### src/dsk_map.svh
// Constants for the skip-instruction execution block
// How it works
// - Opcode 0010 in bits 31:28 drops the 12-bit count of bytes from the packed stream.
// - A drop may start and stop at any byte lane; the rest of the word waits for the next instruction.
// - Opcode 1010 takes two words and drops count one of word zero from the luma FIFO.
// - Word one bits 11:0 and 27:16 give the byte counts dropped from the two chroma FIFOs.
// - Line start marks the first instruction of a scan line and line end the last one.
// - An early luma FIFO line end aborts the current instruction and all up to the line-end one.
// - The target address counter keeps advancing while luma bytes are being dropped.
`ifndef DSK_MAP_SVH
`define DSK_MAP_SVH
// ----------------------------------------------------------------------
// Instruction fields
// ----------------------------------------------------------------------
`define DSK_OP_PACKED    4'h2
`define DSK_OP_PLANAR    4'hA
`define DSK_OP_HI        31
`define DSK_OP_LO        28
`define DSK_CNT_HI       11
`define DSK_CNT_LO       0
`define DSK_CNT3_HI      27
`define DSK_CNT3_LO      16
`define DSK_CLR_HI       23
`define DSK_CLR_LO       20
`define DSK_SET_HI       19
`define DSK_SET_LO       16
`define DSK_IRQ_BIT      24
`define DSK_EOL_BIT      26
`define DSK_SOL_BIT      27
// ----------------------------------------------------------------------
// Register offsets and bits
// ----------------------------------------------------------------------
`define DSK_REG_CTRL     12'h000
`define DSK_REG_ISTAT    12'h004
`define DSK_REG_IMASK    12'h008
`define DSK_REG_PSTAT    12'h00C
`define DSK_REG_TADDR    12'h010
`define DSK_REG_LINE     12'h014
`define DSK_IRQ_DONE     0
`define DSK_IRQ_ABORT    1
`define DSK_IRQ_BADOP    2
`define DSK_RST_ADDR     32'h0000_0000
`define DSK_RST_FLAGS    4'h0
`define DSK_WORD_BYTES   3'h4
`endif

### src/dsk_pkg.sv
// Types shared by the skip-instruction execution block
package dsk_pkg;
    // Instruction word offered by the fetch logic
    typedef struct packed {
        logic        valid;
        logic [31:0] data;
    } dsk_instr_type;

    // Head of one pixel FIFO: a word is present, and it ends the line
    typedef struct packed {
        logic valid;
        logic line_end_flag;
    } dsk_head_type;

    typedef enum logic [4:0] {
        DSK_IDLE   = 5'b00001,
        DSK_WORD1  = 5'b00010,
        DSK_RUN    = 5'b00100,
        DSK_FLUSH  = 5'b01000,
        DSK_FLUSH1 = 5'b10000
    } dsk_state_type;
endpackage

### src/dsk_lane_drop.sv
// Byte-lane discard engine for one pixel FIFO
`timescale 1ns/1ps
`default_nettype none
`include "dsk_map.svh"
module dsk_lane_drop (
    input  wire logic              pclk,
    input  wire logic              presetn,
    input  wire logic              start,
    input  wire logic [11:0]       count,
    input  wire logic              abort,
    input  wire dsk_pkg::dsk_head_type head,
    output logic                   pop,
    output logic                   busy,
    output logic [2:0]             take,
    output logic                   eol_pop,
    output logic                   cut_short
);
    import dsk_pkg::*;

    logic [1:0]  offset;
    logic [11:0] remain;
    logic [2:0]  room;
    logic [2:0]  sum;

    // Bytes dropped this cycle: what is left of the word or of the count
    always_comb begin
        room = `DSK_WORD_BYTES - {1'b0, offset};
        take = 3'h0;
        if (busy && head.valid) begin
            take = (remain < {9'h000, room}) ? remain[2:0] : room;
        end
        sum       = {1'b0, offset} + take;
        pop       = busy && head.valid && (sum == `DSK_WORD_BYTES);
        eol_pop   = pop && head.line_end_flag;
        cut_short = eol_pop && (remain != {9'h000, take});
    end

    // Byte offset survives between instructions, so a word may be shared
    always_ff @(posedge pclk or negedge presetn) begin
        if (!presetn) begin
            offset <= 2'h0;
        end else if (pop) begin
            offset <= 2'h0;
        end else if (!abort) begin
            offset <= sum[1:0];
        end
    end

    // Remaining count; a zero count finishes at once
    always_ff @(posedge pclk or negedge presetn) begin
        if (!presetn) begin
            remain <= 12'h000;
            busy   <= 1'b0;
        end else if (abort) begin
            remain <= 12'h000;
            busy   <= 1'b0;
        end else if (start) begin
            remain <= count;
            busy   <= (count != 12'h000);
        end else if (busy) begin
            remain <= remain - {9'h000, take};
            busy   <= (remain != {9'h000, take});
        end
    end
endmodule
`default_nettype wire

### src/dsk_exec.sv
// Skip-instruction executor with APB registers
//
// The register offsets and the APB register port are this design's own decisions.
`timescale 1ns/1ps
`default_nettype none
`include "dsk_map.svh"
module dsk_exec (
    input  wire logic                   pclk,
    input  wire logic                   presetn,
    input  wire logic                   psel,
    input  wire logic                   penable,
    input  wire logic                   pwrite,
    input  wire logic [11:0]            paddr,
    input  wire logic [31:0]            pwdata,
    output logic [31:0]                 prdata,
    output logic                        pready,
    output logic                        pslverr,
    output logic                        irq,
    input  wire dsk_pkg::dsk_instr_type instr,
    output logic                        instr_ready,
    input  wire dsk_pkg::dsk_head_type  luma_fifo,
    input  wire dsk_pkg::dsk_head_type  chroma_b_fifo,
    input  wire dsk_pkg::dsk_head_type  chroma_r_fifo,
    output logic [2:0]                  fifo_pop,
    output logic [31:0]                 target_addr,
    output logic [3:0]                  program_status_flags,
    output logic                        line_active
);
    import dsk_pkg::*;

    // ------------------------------------------------------------------
    // Field decoding
    // ------------------------------------------------------------------
    function automatic logic [3:0] op_of(input logic [31:0] w);
        op_of = w[`DSK_OP_HI:`DSK_OP_LO];
    endfunction

    function automatic logic [11:0] cnt_of(input logic [31:0] w);
        cnt_of = w[`DSK_CNT_HI:`DSK_CNT_LO];
    endfunction

    dsk_state_type state;
    dsk_head_type  heads [3];
    logic [31:0]   word0;
    logic          enable;
    logic [2:0]    istat;
    logic [2:0]    imask;
    logic [2:0]    start_vec;
    logic [11:0]   counts [3];
    logic [2:0]    busy_vec;
    logic [2:0]    takes [3];
    logic [2:0]    eol_vec;
    logic [2:0]    cut_vec;
    logic          abort;
    logic          take_word;
    logic          eol_hit;
    logic          early;
    logic          finish;
    logic          wr_en;
    logic          rd_en;
    logic          hit;
    logic [2:0]    ev;

    assign heads[0] = luma_fifo;
    assign heads[1] = chroma_b_fifo;
    assign heads[2] = chroma_r_fifo;

    // ------------------------------------------------------------------
    // Discard lanes, one per pixel FIFO
    // ------------------------------------------------------------------
    for (genvar i = 0; i < 3; i++) begin : g_lane
        dsk_lane_drop u_lane (
            .pclk      (pclk),
            .presetn   (presetn),
            .start     (start_vec[i]),
            .count     (counts[i]),
            .abort     (abort),
            .head      (heads[i]),
            .pop       (fifo_pop[i]),
            .busy      (busy_vec[i]),
            .take      (takes[i]),
            .eol_pop   (eol_vec[i]),
            .cut_short (cut_vec[i])
        );
    end

    // ------------------------------------------------------------------
    // Sequencing
    // ------------------------------------------------------------------
    // Words are taken in idle (when enabled), for word one, and in flush
    always_comb begin
        instr_ready = ((state == DSK_IDLE) && enable) ||
                      (state == DSK_WORD1) || (state == DSK_FLUSH) ||
                      (state == DSK_FLUSH1);
        take_word   = instr_ready && instr.valid;
    end

    // Only the luma stream carries the line boundary the program follows
    always_comb begin
        early  = (state == DSK_RUN) && cut_vec[0];
        abort  = early;
        finish = (state == DSK_RUN) && !early &&
                 (busy_vec == 3'b000);
    end

    // Lane start pulses and byte counts
    always_comb begin
        start_vec = 3'b000;
        counts[0] = cnt_of(instr.data);
        counts[1] = cnt_of(instr.data);
        counts[2] = instr.data[`DSK_CNT3_HI:`DSK_CNT3_LO];
        if (take_word && (state == DSK_IDLE) &&
            (op_of(instr.data) == `DSK_OP_PACKED)) begin
            start_vec = 3'b001;
        end else if (take_word && (state == DSK_WORD1)) begin
            // Luma count comes from the stored first word
            counts[0] = cnt_of(word0);
            start_vec = 3'b111;
        end
    end

    // Instruction state machine
    always_ff @(posedge pclk or negedge presetn) begin
        if (!presetn) begin
            state <= DSK_IDLE;
        end else begin
            unique case (state)
                DSK_IDLE: begin
                    if (take_word) begin
                        if (op_of(instr.data) == `DSK_OP_PACKED) begin
                            state <= DSK_RUN;
                        end else if (op_of(instr.data) == `DSK_OP_PLANAR) begin
                            state <= DSK_WORD1;
                        end
                    end
                end
                DSK_WORD1: begin
                    if (take_word) begin
                        state <= DSK_RUN;
                    end
                end
                DSK_RUN: begin
                    if (early) begin
                        // Aborted line-end instruction closes the abort
                        state <= word0[`DSK_EOL_BIT] ? DSK_IDLE
                                                     : DSK_FLUSH;
                    end else if (finish) begin
                        state <= (eol_hit && !word0[`DSK_EOL_BIT])
                                 ? DSK_FLUSH : DSK_IDLE;
                    end
                end
                DSK_FLUSH: begin
                    if (take_word) begin
                        if (op_of(instr.data) == `DSK_OP_PLANAR) begin
                            state <= DSK_FLUSH1;
                        end else if (instr.data[`DSK_EOL_BIT]) begin
                            state <= DSK_IDLE;
                        end
                    end
                end
                DSK_FLUSH1: begin
                    if (take_word) begin
                        state <= word0[`DSK_EOL_BIT] ? DSK_IDLE
                                                     : DSK_FLUSH;
                    end
                end
            endcase
        end
    end

    // First word kept for the whole instruction, also while flushing
    always_ff @(posedge pclk or negedge presetn) begin
        if (!presetn) begin
            word0 <= 32'h0000_0000;
        end else if (take_word && (state != DSK_WORD1) &&
                     (state != DSK_FLUSH1)) begin
            word0 <= instr.data;
        end
    end

    // Remembers a luma line end seen while the instruction ran
    always_ff @(posedge pclk or negedge presetn) begin
        if (!presetn) begin
            eol_hit <= 1'b0;
        end else if (state != DSK_RUN) begin
            eol_hit <= 1'b0;
        end else if (eol_vec[0]) begin
            eol_hit <= 1'b1;
        end
    end

    // Line tracking: start flag opens a line, end flag closes it
    always_ff @(posedge pclk or negedge presetn) begin
        if (!presetn) begin
            line_active <= 1'b0;
        end else if (take_word && (state == DSK_IDLE) &&
                     instr.data[`DSK_SOL_BIT]) begin
            line_active <= 1'b1;
        end else if ((finish || early) && word0[`DSK_EOL_BIT]) begin
            line_active <= 1'b0;
        end else if ((state == DSK_FLUSH) && take_word &&
                     instr.data[`DSK_EOL_BIT]) begin
            line_active <= 1'b0;
        end
    end

    // Status flags change only when an instruction completes normally
    always_ff @(posedge pclk or negedge presetn) begin
        if (!presetn) begin
            program_status_flags <= `DSK_RST_FLAGS;
        end else if (finish) begin
            program_status_flags <=
                (program_status_flags & ~word0[`DSK_CLR_HI:`DSK_CLR_LO]) |
                word0[`DSK_SET_HI:`DSK_SET_LO];
        end
    end

    // ------------------------------------------------------------------
    // APB slave
    // ------------------------------------------------------------------
    // Zero wait states; unmapped offsets answer with an error
    always_comb begin
        pready = 1'b1;
        wr_en  = psel && penable && pwrite;
        rd_en  = psel && penable && !pwrite;
        hit    = (paddr == `DSK_REG_CTRL) || (paddr == `DSK_REG_ISTAT) ||
                 (paddr == `DSK_REG_IMASK) || (paddr == `DSK_REG_PSTAT) ||
                 (paddr == `DSK_REG_TADDR) || (paddr == `DSK_REG_LINE);
        pslverr = psel && penable && !hit;
    end

    // Control and mask registers
    always_ff @(posedge pclk or negedge presetn) begin
        if (!presetn) begin
            enable <= 1'b0;
            imask  <= 3'h0;
        end else if (wr_en && (paddr == `DSK_REG_CTRL)) begin
            enable <= pwdata[0];
        end else if (wr_en && (paddr == `DSK_REG_IMASK)) begin
            imask <= pwdata[2:0];
        end
    end

    // Events: flagged completion, early line end, foreign opcode
    always_comb begin
        ev = 3'h0;
        ev[`DSK_IRQ_DONE]  = finish && word0[`DSK_IRQ_BIT];
        ev[`DSK_IRQ_ABORT] = early;
        ev[`DSK_IRQ_BADOP] = take_word && (state == DSK_IDLE) &&
                             (op_of(instr.data) != `DSK_OP_PACKED) &&
                             (op_of(instr.data) != `DSK_OP_PLANAR);
    end

    // Sticky status, write one to clear; a new event beats the clear
    always_ff @(posedge pclk or negedge presetn) begin
        if (!presetn) begin
            istat <= 3'h0;
        end else if (wr_en && (paddr == `DSK_REG_ISTAT)) begin
            istat <= (istat & ~pwdata[2:0]) | ev;
        end else begin
            istat <= istat | ev;
        end
    end

    always_ff @(posedge pclk or negedge presetn) begin
        if (!presetn) begin
            irq <= 1'b0;
        end else begin
            irq <= |(istat & imask);
        end
    end

    // Address counter: software load, else advance by dropped luma bytes
    always_ff @(posedge pclk or negedge presetn) begin
        if (!presetn) begin
            target_addr <= `DSK_RST_ADDR;
        end else if (wr_en && (paddr == `DSK_REG_TADDR)) begin
            target_addr <= pwdata;
        end else begin
            target_addr <= target_addr + {29'h0, takes[0]};
        end
    end

    // Read data is registered in the setup phase
    always_ff @(posedge pclk or negedge presetn) begin
        if (!presetn) begin
            prdata <= 32'h0000_0000;
        end else if (psel && !penable && !pwrite) begin
            unique case (paddr)
                `DSK_REG_CTRL:  prdata <= {31'h0, enable};
                `DSK_REG_ISTAT: prdata <= {29'h0, istat};
                `DSK_REG_IMASK: prdata <= {29'h0, imask};
                `DSK_REG_PSTAT: prdata <= {23'h0, state,
                                           program_status_flags};
                `DSK_REG_TADDR: prdata <= target_addr;
                `DSK_REG_LINE:  prdata <= {31'h0, line_active};
                default:        prdata <= 32'h0000_0000;
            endcase
        end
    end
endmodule
`default_nettype wire

### config.mk
export PLATFORM = sky130hd
export DESIGN_NAME = dsk_exec
export DESIGN_NICKNAME = d
export VERILOG_FILES = /design/src/dsk_pkg.sv /design/src/dsk_lane_drop.sv /design/src/dsk_exec.sv
export VERILOG_INCLUDE_DIRS = /design/src
export SDC_FILE = /design/constraint.sdc
export NUM_CORES = 1
export LEC_CHECK = 0
export BUFFER_PORTS_ARGS = -buffer_cell sky130_fd_sc_hd__buf_2
export CAP_MARGIN = 20
export CORE_UTILIZATION = 35
export CTS_BUF_LIST = sky130_fd_sc_hd__clkbuf_8
export DETAILED_ROUTE_END_ITERATION = 16
export PLACE_DENSITY_LB_ADDON = 0.15
export SETUP_SLACK_MARGIN = 0.5
export SYNTH_ARGS = -nofsm -noshare
export SYNTH_HDL_FRONTEND = slang
export SYNTH_HIERARCHICAL = 1
export SYNTH_SLANG_ARGS = --single-unit
export TNS_END_PERCENT = 100
### constraint.sdc
create_clock -name pclk -period 5.26 [get_ports pclk]
set_clock_uncertainty 0.2 [all_clocks]
set_input_delay 0.526 -clock pclk [delete_from_list [all_inputs] [get_ports pclk]]
set_output_delay 0.526 -clock pclk [all_outputs]
set_load 0.005 [all_outputs]
==> Word level (Yosys, flattened, before mapping) <==
Index checks and enable logic that the tools add are counted.
{ "word_totals": {"reg_bits": 155, "in_bits": 88, "elab_cells": 192} }
{ "classes": {"bitwise": 9, "eq_ne": 33, "order_cmp": 3, "n_addsub": 10, "reduce_logical": 62, "mux": 55} }
{ "ops": {"columns": ["op", "count"], "rows": [
  ["one-hot mux 32 bit (6 select lines)", 1],
  ["2-to-1 mux 12 bit", 11],
  ["2-to-1 mux 5 bit", 10],
  ["< comparator 12 x 3 -> 1 bit", 3],
  ["inequality test 12 x 3 -> 1 bit", 3],
  ["nonzero test 12 bit", 3],
  ["subtractor 12 x 3 -> 12 bit", 3],
  ["logical AND 1 bit", 35],
  ["adder 32 x 3 -> 32 bit", 1],
  ["2-to-1 mux 32 bit", 1],
  ["2-to-1 mux 3 bit", 9],
  ["one-hot mux 5 bit (5 select lines)", 1],
  ["== test 12 x 4 -> 1 bit, second input constant", 2],
  ["== test 12 x 5 -> 1 bit, second input constant", 2],
  ["2-to-1 mux 1 bit", 14],
  ["== test 12 x 3 -> 1 bit, second input constant", 1],
  ["zero test 12 bit", 1],
  ["2-to-1 mux 2 bit", 6],
  ["nonzero test 3 bit", 4],
  ["adder 2 x 3 -> 3 bit", 3],
  ["== test 3 bit, second input constant", 3],
  ["logical OR 1 bit", 9],
  ["subtractor 3 x 2 -> 3 bit, first input constant", 3],
  ["2-to-1 mux 4 bit", 2],
  ["other kinds (29)", 41]
]} }

==> Logic depth before layout (Yosys ltp) <==
{ "depth": {"word_depth": 17, "depth_mapped": 19, "depth_no_buf": 19} }

==> Hierarchy <==
The synthesis kept the hierarchy.
{ "by_module_without_submodules": {"columns": ["module", "area_per_inst_um2", "cells_each", "seq_area_each_um2", "n_inst"], "rows": [
  ["dsk_exec", 5402.7, 512, 2628.8, 1],
  ["dsk_lane_drop (g_lane[0].u_lane ...)", 1223.7, 144, 375.4, 2],
  ["dsk_lane_drop (g_lane[2].u_lane)", 1217.4, 145, 375.4, 1]
]} }

==> Least setup slack after synthesis <==
OpenSTA, ideal clock, no wires.
{ "synth_timing": {"kind": "register -> register", "startpoint": "register g_lane[0].u_lane.offset[0]", "endpoint": "register g_lane[2].u_lane.remain[11]", "path_buffers": 2, "stages_incl_launch_ff": 19, "slack_ps": 795, "t_arrival_ps": 4122, "required_ps": 4917, "synth_period_minus_slack_ps": 4465, "cell_sequence": "dfrtp_1 > inv_1 > ha_1 > inv_1 > ha_1 > a21oi_1 > o21ai_0 > nor2_1 > a21oi_1 > nor2_1 > fa_1 > nor3_1 > nand2_1 > nor4b_2 > inv_1 > nor2_1 > clkbuf_1 > buf_1 > a211oi_1"} }
{ "synth_lines": {"columns": ["element", "line", "rtl"], "rows": [
  ["from (decl)", "dsk_lane_drop.sv:20", "logic [1:0] offset;"],
  ["from (signal assigned)", "dsk_lane_drop.sv:45", "offset <= sum[1:0];"],
  ["to (signal assigned)", "dsk_lane_drop.sv:58", "remain <= count;"],
  ["to (signal assigned)", "dsk_lane_drop.sv:61", "remain <= remain - {9'h000, take};"],
  ["to (decl)", "dsk_lane_drop.sv:21", "logic [11:0] remain;"]
]} }

==> run_results.csv <==
group,metric,value,unit
run_status,outcome,"completed",
timing,fin_tns_setup,0,ns
setup_path,cp-end-kind,"output pin",
setup_path,critPathArrivalTime,3.73,ns
timing,max_slew.worst_pin.slew,1.04,ns
global_route,grt_pass1_vias,7088,
setup_path,worstReg2RegStart,"g_lane[0].u_lane/offset[0]",
route,drt_iter0_drc,401,
clock_tree,worstSkewPairLatency,0.46,ns
layout,drive_gt1_share,26.8,%
power_and_ir_drop,power_density,484,mW/mm^2
setup_path,crit_path_start,"g_lane[0].u_lane/offset[0]",
clock_tree,ctsRootBufferMaster,"clkbuf_8",
placed_design,io_buffers,156,
global_route,grt_max_degree,89,
floorplanning,die_x,162,um
power_and_ir_drop,power_frac_seq,36.9,%
setup_path,startpoint_type,"register",
timing,relSlewSlack,30.8,%
yosys,avgSynthCellArea,9.62,sq um
floorplanning,core_area,0.0252,sq mm
setup_path,path_max_fanout,4,
yosys,synthesis.area,0.00897,sq mm
power_and_ir_drop,p_leak,4.68,nW
placed_design,place_area,0.0101,sq mm
power_and_ir_drop,swShare,41.1,%
route,vias_per_cell,5.07,
layout,diodes,0,
global_route,antenna_found_initial,0,
yosys,syn-num-nets,1052,
clock_tree,htreeDepth,4,
timing,finalSetupViolations,0,
layout,synthToLayoutAreaGrowth,18.7,%
clock_tree,path_clk_slew,0.10,ns
power_and_ir_drop,p_comb_share,43.9,%
setup_path,required,4.53,ns
route,first_pass_iters,5,
route,drtAntennaViolNets,0,
setup_path,reg2reg_to,"state[3]",
setup_path,endpoint,"fifo_pop[0]",
timing,hold_viol,0,
floorplanning,rows,58,
timing,period_share,84.6,%
clock_tree,clock_sinks,150,
flow_run,maxCapViolCount,0,
route,totalWireLength,23.7,mm
layout,fin_area,0.0107,sq mm
floorplanning,num_io_pins,164,
layout,final_core_util,42.3,%
timing,maxSlewViolCount,0,
route,vias,7243,
timing,layout_min_cycle_time,4.45,ns
setup_path,reg2reg_setup_slack,0.85,ns
layout,fillers,2543,
floorplanning,start_util,35.6,%
yosys,ys_warn_count,6,
global_route,globalRouteOverflowTotal,0,
placed_design,dp_hpwl,17.4,mm
worst_hold_path,hold_path_class,"input pin to register",
route,remaining_drc_errors,0,
floorplanning,die_area,0.0263,sq mm
placed_design,gp_congestion,0.820,
power_and_ir_drop,p_clk_share,19.2,%
timing,rsz0062_at_grt,"no",
power_and_ir_drop,irDropWorstVdd,224,uV
timing,max_freq,225,MHz
global_route,track_usage,18.5,%
clock_tree,cts_tree,"built",
power_and_ir_drop,switching_power,2.12,mW
setup_path,r2r_cells,19,
power_and_ir_drop,p_int,3.04,mW
global_route,grt_pass1_wl,38.5,mm
setup_path,crit_type,"register to output pin",
route,routedWlPerCell,16.6,um
yosys,synth_cells,933,
floorplanning,die_h,162,um
layout,layout.nets,1204,
clock_tree,numCtsBuffers,17,
clock_tree,cts_max_path_buffers,2,
sequential cells by signal (all words and copies together) (netlist names):
signal and cells:
enable 1, eol_hit 1, g_lane.u_lane/busy 3, g_lane.u_lane/offset 6, g_lane.u_lane/remain 36, imask 3
irq 1, istat 3, line_active 1, prdata 32, program_status_flags 4, state 5
target_addr 32, word0 22
per-layer routing:
metal	part of all wire (%)	vias up	global-route usage, %	routed length [um]
met2	46	103	28.8	11000
met3	3.0	12	3.12	708
met5	0	-	0	0
li1	-	3648	-	-
met4	0.73	0	4.12	172
met1	50	3480	26.7	11800
how the worst min path moves through the flow:
stage                     depth (start not counted)  slack (ns)       start              end
after detailed placement                          2        0.27   prdata[3]        prdata[3]
after CTS                                         3        0.04  pwdata[25]  target_addr[25]
after floorplan                                   0        0.03     presetn           enable
final                                             3        0.06  pwdata[25]  target_addr[25]
after global placement                            2        0.26   prdata[2]        prdata[2]
after global routing                              3        0.05  pwdata[23]  target_addr[23]
stage by stage:
step / cells / hold WS, ns / power, mW / worst slack (ns)
after floorplan: 933 / 0.0304 / 3.58 / 0.795
after global placement: 1389 / 0.256 / 4.11 / 0.585
after detailed placement: 1389 / 0.265 / 4.15 / 0.451
after CTS: 1425 / 0.0379 / 5.18 / 0.508
after global routing: 1428 / 0.0466 / 5.63 / 0.518
final: 1428 / 0.0642 / 5.16 / 0.808
cells in the final DEF, fill, tap and decap left out, types with 6 or more instances in the layout:
master and count:
nor3_2 12, fa_1 7, a22oi_1 9, nor4_1 11
mux2_2 24, nor2_1 72, nor3_1 16, ha_1 24
a21oi_1 44, a22o_1 31, nand3b_1 7, a211oi_1 23
a311oi_1 7, o22ai_1 6, nand2_1 108, o21ai_0 31
nand4_1 16, nand3_1 33, inv_1 41, mux2_1 18
nand2b_1 10, or2_2 6, buf_4 11, clkbuf_8 17
xor2_1 28, nor2b_1 14, buf_2 155, dfrtp_1 149
xnor2_1 32, o21ai_1 15
cell type report:
type	count	area [sq um]	share of cell area (%)
timing repair buffer	172	955	8.96
clock inverter	15	193	1.81
tap	330	413	3.88
multi-input combinational	701	4940	46.4
sequential	150	3750	35.2
clock buffer	17	234	2.20
inverter	43	161	1.51
repair_timing:
| action | CTS | global route |
|---|---|---|
| resized for setup | 2 | 11 |
| hold endpoints to repair | 76 | 0 |
| pin swaps | 1 | 3 |
| setup buffers | 3 | 2 |
| hold buffers | 1 | 0 |
| endpoints found under the setup margin | 15 | 41 |
worst max-delay path, cell delays in order (launching register included):
cell and delay (ns):
dfrtp_1 0.42, inv_1 0.09, ha_1 0.18, inv_1 0.07, ha_1 0.29, a21oi_1 0.18
o21ai_1 0.14, nor2_2 0.18, a21oi_1 0.10, nor2_2 0.19, ha_1 0.20, fa_1 0.45
nor3_2 0.26, nand2_1 0.13, mux2i_4 0.22, buf_2 0.16
power by group through the flow:
stage	registers, mW	logic (mW)	clock network [mW]
final	1.91	2.27	0.991
after global routing	1.97	2.60	1.07
after CTS	1.91	2.25	1.02
after detailed placement	1.93	2.22	0
after global placement	1.92	2.18	0
after floorplan	1.77	1.81	0
Note: power is estimated with default switching activity, not from simulation.
